### src/injector_pkg.sv
/*
 * Shared constants and types for the injector pulse scheduler: register map,
 * control and status bit positions, reset values, tick rates and carriers.
 * Assumes a 100 MHz system clock and a 32-bit classic Wishbone slave port.
 */
package injector_pkg;

    // Clock and tick rates
    localparam int CLK_HZ = 100_000_000;
    localparam int DUR_TICK_HZ = 40_000_000;
    localparam int PEAK_TICK_HZ = 4_000_000;
    localparam int RATE_UNIT_HZ = 1_000_000;
    localparam int DUR_NUM = DUR_TICK_HZ / RATE_UNIT_HZ;
    localparam int DUR_DEN = CLK_HZ / RATE_UNIT_HZ;
    localparam int PEAK_NUM = PEAK_TICK_HZ / RATE_UNIT_HZ;
    localparam int PEAK_DEN = CLK_HZ / RATE_UNIT_HZ;

    // Field widths
    localparam int ANGLE_W = 16;
    localparam int DUR_W = 24;
    localparam int PEAK_W = 8;
    localparam int PEAK_UNIT_SHIFT = 6;
    localparam int PEAK_CNT_W = PEAK_W + PEAK_UNIT_SHIFT;
    localparam int ADR_W = 8;

    // Crank geometry
    localparam logic [21:0] HIST_CAD = 22'h00002d;
    localparam logic [21:0] CAD_TWO_STROKE = 22'h000168;
    localparam logic [21:0] CAD_FOUR_STROKE = 22'h0002d0;

    // Register byte offsets
    localparam logic [ADR_W-1:0] ADR_CTRL = 8'h00;
    localparam logic [ADR_W-1:0] ADR_LEAD = 8'h04;
    localparam logic [ADR_W-1:0] ADR_TRAIL = 8'h08;
    localparam logic [ADR_W-1:0] ADR_STOP = 8'h0c;
    localparam logic [ADR_W-1:0] ADR_PEAK = 8'h10;
    localparam logic [ADR_W-1:0] ADR_DUR = 8'h14;
    localparam logic [ADR_W-1:0] ADR_TPC = 8'h18;
    localparam logic [ADR_W-1:0] ADR_STATUS = 8'h1c;
    localparam logic [ADR_W-1:0] ADR_ANGLE = 8'h20;

    // Control bits
    localparam int CTRL_ENABLE = 0;
    localparam int CTRL_TRIGGER = 1;
    localparam int CTRL_FIRE = 2;
    localparam int CTRL_END_VARIANT = 3;
    localparam int CTRL_FOUR_STROKE = 4;
    localparam int CTRL_CUTOFF_CLR = 8;
    localparam int CTRL_SHORT_CLR = 9;

    // Status bits
    localparam int STAT_CUTOFF = 0;
    localparam int STAT_SHORT = 1;
    localparam int STAT_FUEL = 2;
    localparam int STAT_PEAK = 3;
    localparam int STAT_SPENT = 4;

    // Reset values
    localparam logic [ANGLE_W-1:0] TPC_RESET = 16'h3c00;

    typedef enum logic [1:0] {
        SCH_ARMED = 2'b00,
        SCH_PULSE = 2'b01,
        SCH_SPENT = 2'b10
    } sched_state_t;

    typedef struct packed {
        logic enable;
        logic trigger;
        logic fire;
        logic end_variant;
        logic four_stroke;
        logic [ANGLE_W-1:0] lead;
        logic [ANGLE_W-1:0] trail;
        logic [ANGLE_W-1:0] stop;
        logic [PEAK_W-1:0] peak_span;
        logic [31:0] duration;
        logic [ANGLE_W-1:0] ticks_per_cycle;
    } chan_cfg_t;

    typedef struct packed {
        logic fuel_cmd;
        logic peak_sel;
    } drive_cmd_t;

endpackage

### src/angle_gap.sv
/*
 * Forward crank distance from one angle to another, wrapped on the cycle length.
 * Assumes both angles lie below cycle_i.
 */
`timescale 1ns/10ps
module angle_gap
    import injector_pkg::*;
(
    // Angles
    input wire logic [ANGLE_W-1:0] to_i,
    input wire logic [ANGLE_W-1:0] from_i,
    input wire logic [ANGLE_W-1:0] cycle_i,
    // Distance
    output logic [ANGLE_W-1:0] gap_o
);
    logic [ANGLE_W:0] wrapped;

    always_comb begin
        wrapped = {1'b0, to_i} + {1'b0, cycle_i} - {1'b0, from_i};
        if (to_i >= from_i) begin
            gap_o = to_i - from_i;
        end else begin
            gap_o = wrapped[ANGLE_W-1:0];
        end
    end
endmodule

### src/injector_pulse_scheduler.sv
/*
 * One channel of crank-angle scheduled fuel injector command generation with a
 * classic Wishbone register slave. Assumes the crank position comes from a
 * tracker on the same clock and the short-circuit sense comes from a pin.
 */
// Decided for this implementation: the Wishbone slave port and the register offsets.
`timescale 1ns/10ps
module injector_pulse_scheduler
    import injector_pkg::*;
(
    // Clock and reset
    input wire logic clk_i,
    input wire logic rst_i,
    // Wishbone slave
    input wire logic [ADR_W-1:0] adr_i,
    input wire logic [31:0] dat_i,
    input wire logic [3:0] sel_i,
    input wire logic we_i,
    input wire logic stb_i,
    input wire logic cyc_i,
    output logic [31:0] dat_o,
    output logic ack_o,
    // Position tracker
    input wire logic [ANGLE_W-1:0] present_crank_angle_i,
    // Driver stage
    input wire logic short_detect_i,
    output drive_cmd_t drive_o,
    // Flags
    output logic cutoff_reached_flag_o,
    output logic injector_short_flag_o
);

    typedef struct packed {
        chan_cfg_t cfg;
        sched_state_t sch;
        logic [DUR_W-1:0] acc;
        logic [PEAK_CNT_W-1:0] peak_cnt;
        logic fire_prev;
        logic cutoff_flag;
        logic short_flag;
        logic short_meta;
        logic short_sync;
        logic [ANGLE_W-1:0] last_angle;
        logic [DUR_W-1:0] tick_clks;
        logic [DUR_W-1:0] tick_period;
        logic ack;
        logic [31:0] rdata;
        drive_cmd_t drive;
    } sched_regs_t;

    sched_regs_t st;
    sched_regs_t next_st;

    logic dur_tick;
    logic peak_tick;
    logic [ANGLE_W-1:0] pos;
    logic [ANGLE_W-1:0] lead_behind;
    logic [ANGLE_W-1:0] trail_ahead;
    logic [ANGLE_W-1:0] trail_behind;
    logic [21:0] hist_prod;
    logic [21:0] hist_full;
    logic [ANGLE_W-1:0] hist_ticks;
    logic [39:0] time_to_trail;
    logic [DUR_W-1:0] dur_lim;
    logic hit;
    logic wr;
    logic cut_clr;
    logic short_clr;
    logic run;
    logic fire_edge;
    logic start_hit;
    logic [31:0] m;

    function automatic logic [31:0] merge(input logic [31:0] old, input logic [31:0] wd,
                                          input logic [3:0] sel);
        logic [31:0] r;
        r = old;
        for (int i = 0; i < 4; i++) begin
            if (sel[i]) begin
                r[8*i +: 8] = wd[8*i +: 8];
            end
        end
        return r;
    endfunction

    rate_tick #(
        .NUM(DUR_NUM),
        .DEN(DUR_DEN)
    ) u_dur_tick (
        .clk_i(clk_i),
        .rst_i(rst_i),
        .tick_o(dur_tick)
    );

    rate_tick #(
        .NUM(PEAK_NUM),
        .DEN(PEAK_DEN)
    ) u_peak_tick (
        .clk_i(clk_i),
        .rst_i(rst_i),
        .tick_o(peak_tick)
    );

    // Same-clock tracker output, read directly every cycle
    assign pos = present_crank_angle_i;

    // Distances are taken forward from one angle to another and wrap at the cycle
    angle_gap u_lead_behind (
        .to_i(pos),
        .from_i(st.cfg.lead),
        .cycle_i(st.cfg.ticks_per_cycle),
        .gap_o(lead_behind)
    );

    angle_gap u_trail_ahead (
        .to_i(st.cfg.trail),
        .from_i(pos),
        .cycle_i(st.cfg.ticks_per_cycle),
        .gap_o(trail_ahead)
    );

    angle_gap u_trail_behind (
        .to_i(pos),
        .from_i(st.cfg.trail),
        .cycle_i(st.cfg.ticks_per_cycle),
        .gap_o(trail_behind)
    );

    always_comb begin
        next_st = st;
        next_st.ack = 1'b0;
        m = '0;

        // 45 degree history window in ticks for the selected stroke count
        hist_prod = 22'(st.cfg.ticks_per_cycle) * HIST_CAD;
        hist_full = hist_prod / (st.cfg.four_stroke ? CAD_FOUR_STROKE : CAD_TWO_STROKE);
        hist_ticks = hist_full[ANGLE_W-1:0];

        dur_lim = st.cfg.duration[DUR_W-1:0];
        time_to_trail = 40'(trail_ahead) * 40'(st.tick_period);

        // Short-circuit sense from the pin
        next_st.short_meta = short_detect_i;
        next_st.short_sync = st.short_meta;

        // Engine speed as 40 MHz ticks per crank tick; saturates when stalled
        next_st.last_angle = pos;
        if (pos != st.last_angle) begin
            next_st.tick_period = st.tick_clks;
            next_st.tick_clks = '0;
        end else if (dur_tick && st.tick_clks != {DUR_W{1'b1}}) begin
            next_st.tick_clks = st.tick_clks + 24'h000001;
        end

        // Bus slave: one wait state, unmapped reads return zero
        hit = cyc_i && stb_i && !st.ack;
        wr = hit && we_i;
        next_st.ack = hit;
        cut_clr = wr && adr_i == ADR_CTRL && sel_i[1] && dat_i[CTRL_CUTOFF_CLR];
        short_clr = wr && adr_i == ADR_CTRL && sel_i[1] && dat_i[CTRL_SHORT_CLR];
        if (wr) begin
            case (adr_i)
                ADR_CTRL: begin
                    m = merge({27'h0000000, st.cfg.four_stroke, st.cfg.end_variant, st.cfg.fire,
                               st.cfg.trigger, st.cfg.enable}, dat_i, sel_i);
                    next_st.cfg.enable = m[CTRL_ENABLE];
                    next_st.cfg.trigger = m[CTRL_TRIGGER];
                    next_st.cfg.fire = m[CTRL_FIRE];
                    next_st.cfg.end_variant = m[CTRL_END_VARIANT];
                    next_st.cfg.four_stroke = m[CTRL_FOUR_STROKE];
                end
                ADR_LEAD: begin
                    m = merge({16'h0000, st.cfg.lead}, dat_i, sel_i);
                    next_st.cfg.lead = m[ANGLE_W-1:0];
                end
                ADR_TRAIL: begin
                    m = merge({16'h0000, st.cfg.trail}, dat_i, sel_i);
                    next_st.cfg.trail = m[ANGLE_W-1:0];
                end
                ADR_STOP: begin
                    m = merge({16'h0000, st.cfg.stop}, dat_i, sel_i);
                    next_st.cfg.stop = m[ANGLE_W-1:0];
                end
                ADR_PEAK: begin
                    m = merge({24'h000000, st.cfg.peak_span}, dat_i, sel_i);
                    next_st.cfg.peak_span = m[PEAK_W-1:0];
                end
                ADR_DUR: begin
                    next_st.cfg.duration = merge(st.cfg.duration, dat_i, sel_i);
                end
                ADR_TPC: begin
                    m = merge({16'h0000, st.cfg.ticks_per_cycle}, dat_i, sel_i);
                    next_st.cfg.ticks_per_cycle = m[ANGLE_W-1:0];
                end
                default: begin
                end
            endcase
        end
        if (hit && !we_i) begin
            case (adr_i)
                ADR_CTRL: next_st.rdata = {27'h0000000, st.cfg.four_stroke, st.cfg.end_variant,
                                           st.cfg.fire, st.cfg.trigger, st.cfg.enable};
                ADR_LEAD: next_st.rdata = {16'h0000, st.cfg.lead};
                ADR_TRAIL: next_st.rdata = {16'h0000, st.cfg.trail};
                ADR_STOP: next_st.rdata = {16'h0000, st.cfg.stop};
                ADR_PEAK: next_st.rdata = {24'h000000, st.cfg.peak_span};
                ADR_DUR: next_st.rdata = st.cfg.duration;
                ADR_TPC: next_st.rdata = {16'h0000, st.cfg.ticks_per_cycle};
                ADR_STATUS: next_st.rdata = {27'h0000000, st.sch == SCH_SPENT, st.drive.peak_sel,
                                             st.drive.fuel_cmd, st.short_flag, st.cutoff_flag};
                ADR_ANGLE: next_st.rdata = {16'h0000, pos};
                default: next_st.rdata = 32'h00000000;
            endcase
        end

        if (cut_clr) begin
            next_st.cutoff_flag = 1'b0;
        end
        if (short_clr) begin
            next_st.short_flag = 1'b0;
        end

        // A live short keeps the channel off until software clears the flag
        run = st.cfg.enable && !st.short_flag;
        fire_edge = st.cfg.fire && !st.fire_prev;
        next_st.fire_prev = st.cfg.fire;

        // Start window covers the exact angle and the late window behind it
        if (st.cfg.end_variant) begin
            start_hit = trail_behind < hist_ticks || time_to_trail <= 40'(dur_lim);
        end else begin
            start_hit = lead_behind < hist_ticks;
        end

        case (st.sch)
            SCH_ARMED: begin
                next_st.acc = '0;
                next_st.peak_cnt = '0;
                if (run && st.cfg.trigger && fire_edge) begin
                    next_st.sch = SCH_PULSE;
                end else if (run && !st.cfg.trigger && start_hit) begin
                    next_st.sch = SCH_PULSE;
                end
            end
            SCH_PULSE: begin
                if (dur_tick) begin
                    next_st.acc = st.acc + 24'h000001;
                end
                if (peak_tick && st.peak_cnt != {PEAK_CNT_W{1'b1}}) begin
                    next_st.peak_cnt = st.peak_cnt + 14'h0001;
                end
                // Duration is re-read each cycle, so edits shorten or extend a live pulse
                if (!run) begin
                    next_st.sch = st.cfg.trigger ? SCH_ARMED : SCH_SPENT;
                end else if (st.acc >= dur_lim) begin
                    next_st.sch = st.cfg.trigger ? SCH_ARMED : SCH_SPENT;
                end
            end
            SCH_SPENT: begin
                next_st.peak_cnt = '0;
            end
            default: begin
                next_st.sch = SCH_ARMED;
            end
        endcase

        // Stop angle wins over everything else in the cycle
        if (pos == st.cfg.stop) begin
            next_st.cutoff_flag = 1'b1;
            next_st.sch = SCH_ARMED;
            next_st.acc = '0;
            next_st.peak_cnt = '0;
        end
        if (st.short_sync) begin
            next_st.short_flag = 1'b1;
        end

        next_st.drive.fuel_cmd = next_st.sch == SCH_PULSE;
        next_st.drive.peak_sel = next_st.drive.fuel_cmd &&
                                 next_st.peak_cnt < {st.cfg.peak_span, 6'h00};
    end

    always_ff @(posedge clk_i) begin
        if (rst_i) begin
            st <= '0;
            st.cfg.ticks_per_cycle <= TPC_RESET;
        end else begin
            st <= next_st;
        end
    end

    assign dat_o = st.rdata;
    assign ack_o = st.ack;
    assign drive_o = st.drive;
    assign cutoff_reached_flag_o = st.cutoff_flag;
    assign injector_short_flag_o = st.short_flag;
endmodule

### src/rate_tick.sv
/*
 * Fractional rate divider: emits a one-cycle tick at NUM/DEN of the clock rate.
 * Assumes NUM < DEN and DEN + NUM below 256.
 */
`timescale 1ns/10ps
module rate_tick #(
    parameter int NUM = 1,
    parameter int DEN = 2
) (
    // Clock and reset
    input wire logic clk_i,
    input wire logic rst_i,
    // Tick
    output logic tick_o
);
    localparam logic [7:0] NUM8 = 8'(NUM);
    localparam logic [7:0] DEN8 = 8'(DEN);

    typedef struct packed {
        logic [7:0] acc;
        logic tick;
    } tick_state_t;

    tick_state_t st;
    tick_state_t next_st;
    logic [7:0] sum;

    always_comb begin
        next_st = st;
        sum = st.acc + NUM8;
        if (sum >= DEN8) begin
            next_st.acc = sum - DEN8;
            next_st.tick = 1'b1;
        end else begin
            next_st.acc = sum;
            next_st.tick = 1'b0;
        end
    end

    always_ff @(posedge clk_i) begin
        if (rst_i) begin
            st <= '0;
        end else begin
            st <= next_st;
        end
    end

    assign tick_o = st.tick;
endmodule
### config.mk
export PLATFORM = sky130hd
export DESIGN_NAME = injector_pulse_scheduler
export DESIGN_NICKNAME = d
export VERILOG_FILES = /design/src/injector_pkg.sv /design/src/angle_gap.sv /design/src/injector_pulse_scheduler.sv /design/src/rate_tick.sv
export SDC_FILE = /design/constraint.sdc
export NUM_CORES = 2
export LEC_CHECK = 0
export ABC_AREA = 0
export BUFFER_PORTS_ARGS = -buffer_cell sky130_fd_sc_hd__buf_2
export CAP_MARGIN = 10
export CORE_ASPECT_RATIO = 2
export CORE_MARGIN = 4
export CORE_UTILIZATION = 50
export DETAILED_ROUTE_END_ITERATION = 12
export GPL_ROUTABILITY_DRIVEN = 1
export PLACE_DENSITY = 0.66
export SLEW_MARGIN = 20
export SYNTH_ARGS = -nofsm -noshare
export SYNTH_HDL_FRONTEND = slang
export SYNTH_SLANG_ARGS = --single-unit
### constraint.sdc
create_clock -name clk_i -period 41.4 [get_ports clk_i]
set_input_delay 2.07 -clock clk_i [delete_from_list [all_inputs] [get_ports clk_i]]
set_output_delay 2.07 -clock clk_i [all_outputs]
set_load 0.02 [all_outputs]
==> out/metrics.yaml <==
timing:
  fin_skew_ns: 0.01112
  worstMarginPinSlew_ns: 1.068
  maxSlewHeadroom: 0.2878
  hold_violations: 0
  setup_viol: 0
  tns_ns: 0
  rsz0062_at_grt: "no"
  post-route-period-util: 0.8786
  fmax_ghz: 0.02749
  min_period_ns: 36.37
  drv_slew: 0
routing:
  drt_first_iter_violations: 2036
  vias: 35180
  routed_via_density: 5.861
  drtPass1Iterations: 9
  ant_nets: 0
  wl_um: 123300
  drc: 0
  avgRoutedWirePerCell_um: 20.54
grt:
  grt.total_usage: 0.2928
  grt.overflow.total: 0
  antenna_found_initial: 5
  grt_start_max_net_pins: 98
  grt_pass1_vias: 36350
  grt_pass1_wl_um: 192900
cts:
  cts_resized: 0
  root_buffer: "clkbuf_16"
  cts_made_buffers: 27
  worstSkewPairLatency_ns: 0.59
  path_clk_slew_ns: 0.07
  postCtsHoldBufs: 0
  cts_tree: "yes"
  htreeDepth: 1
  clk_path_buf_depth: 3
  post-cts-setup-buffers: 0
  cts_num_sinks: 267
pwr:
  vdd_drop_max_mv: 0.2203
  p_leak_nw: 19.50
  p_per_area_nw_per_um2: 89.76
cells_and_area:
  fin_cells: 6002
  syn2layout_area_growth_pct: 6.044
  nFillCells: 7646
  final_nets: 5817
  layout-drive-gt1-share: 0.06439
critical_path:
  cpPeakStageDelay_ns: 0.70
  crit_slowest_cell: "mux2i_1"
  critPathCaptureType: "register"
  cp.arrival_ns: 36.89
  worstPathMaxFanout: 15
  crit_required_ns: 41.91
  crit_type: "reg -> reg"
  path_buf_inv: 10
  reg2reg_slack_ns: 5.03
  path_delay_family: "compound AO/OA/AOI/OAI gates"
  worstSetupStartpointType: "register"
placed_design:
  placed_cells: 5949
  port_buffers: 102
  dp_hpwl_um: 100100
  gp_congestion: 0.9809
floorplan:
  io_pins: 103
  rows: 145
  dieHeight_um: 404.7
  die_area_sq_um: 83530
  core-area_sq_um: 78010
  start_util: 0.5044
  fp.dieW_um: 206.4
job:
  maxCapViolCount: 0
synthesis:
  ys_types: 115
  synth_common_cells: "inv_1, nand2_1, ha_1"
  synth_area_per_cell_sq_um: 7.916
  yosysTopAreaCell: "fa_1"
  synth_cells: 4971
  yosysSeqAreaShare: 0.1358
  ys_async_sr_fraction: 0
  syn_area_sq_um: 39350
  ys_seq_elements: 267
  netlist.area_leader.share: 0.1786
  yosysWarnings: 0
  syn-num-nets: 5839
  synth_edf_count: 0
  synth.area.top_cells: "fa_1, ha_1, dfxtp_1"
  yosysMostFrequentCell: "inv_1"
  synthFlopType: "dfxtp_1"
hold_path:
  hp-class: "reg -> reg"
status:
  status: "finished clean"
## routing by layer
metal  global-route usage  vias to the layer above  wire length, um
met3              0.03027                      496             5026
met2               0.5552                     1117            65910
met4               0.2114                        6            11090
met5                    0                        -               35
li1                     -                    16610                -
met1               0.2889                    16950            41220
## state kept, by name (all words and copies together) (netlist names)
register / cells
st: 190
u_dur_tick.tick_o: 1
dur_lim: 24
u_peak_tick.st: 6
next_st: 2
drive_o: 2
ack_o: 1
injector_short_flag_o: 1
cutoff_reached_flag_o: 1
dat_o: 32
u_dur_tick.st: 6
u_peak_tick.tick_o: 1
## path summary, 6_finish.rpt
| path | from | to | cells past startpoint |
|---|---|---|---|
| worst max register to register | st[145] | drive_o[1] | 163 |
| worst min-delay path | st[99] | injector_short_flag_o | 2 |
| worst max-delay path | st[145] | drive_o[1] | 163 |
| worst min register to register | st[99] | injector_short_flag_o | 2 |
## cell families (layout without fill, tap and decap cells)
group | Yosys count | after routing | synth area share
flops | 267 | 267 | 0.1358
other cells | 0 | 3 | 0
simple gates | 1736 | 1736 | 0.2125
xor+xnor | 280 | 280 | 0.06251
mux | 108 | 108 | 0.02871
buf+inv | 845 | 844 | 0.08537
compound gates | 932 | 932 | 0.1529
fa+ha+maj | 803 | 803 | 0.3222
## cell usage in the layout, fill, tap and decap left out, types with 16 or more instances in the layout
cell type	n
inv_1	631
nand2_1	576
ha_1	451
nor2_1	368
fa_1	351
a21oi_1	329
dfxtp_1	266
nand3_1	203
o21ai_0	175
xnor2_1	141
xor2_1	138
and2_1	136
buf_2	101
nand2b_1	79
mux2i_1	79
nor2b_1	69
nor3_1	66
a21o_1	58
nand4_1	57
a22oi_1	57
buf_4	56
and3_1	36
o21bai_1	34
or3_1	30
nor4_1	27
o21a_1	27
clkbuf_16	27
a31oi_1	26
mux2_2	22
o211ai_1	16
## power breakdown
| part | leakage (nW) | internal, mW | switching (mW) | total (mW) |
|---|---|---|---|---|
| logic | 16.8 | 1.16 | 2.04 | 3.20 |
| registers | 2.16 | 0.261 | 0.00434 | 0.265 |
| clock network | 0.496 | 0.165 | 0.118 | 0.284 |
## stage by stage
step	cell area, sq um	utilization	hold slack (ns)	worst slack, ns	total power [mW]
2_1_floorplan	39350	-	0.4130	11.99	2.661
3_3_place_gp	40710	0.5218	0.4194	6.266	3.345
3_5_place_dp	40710	0.5218	0.4325	5.450	3.372
4_1_cts	41720	0.5348	0.4477	5.311	3.675
5_1_grt	41720	0.5348	0.4535	1.538	4.047
6_report	41730	0.5349	0.4444	5.025	3.746
## area by class of cell
type | count | area [sq um] | area share
antenna | 3 | 7.507 | 0.0001799
sequential | 267 | 5346 | 0.1281
timing repair buffer | 158 | 937.1 | 0.02246
multi-input combinational | 3859 | 30750 | 0.7369
tap | 1029 | 1287 | 0.03085
inverter | 636 | 2387 | 0.05721
clock buffer | 35 | 775.7 | 0.01859
clock inverter | 15 | 237.7 | 0.005697
## worst min-delay path: cells and delay by family, from the launching register on
family | cells | cell delay (ns)
flops | 1 | 0.31
simple gates | 1 | 0.07
compound gates | 1 | 0.03
No activity file was read; power rests on OpenSTA's default activity.
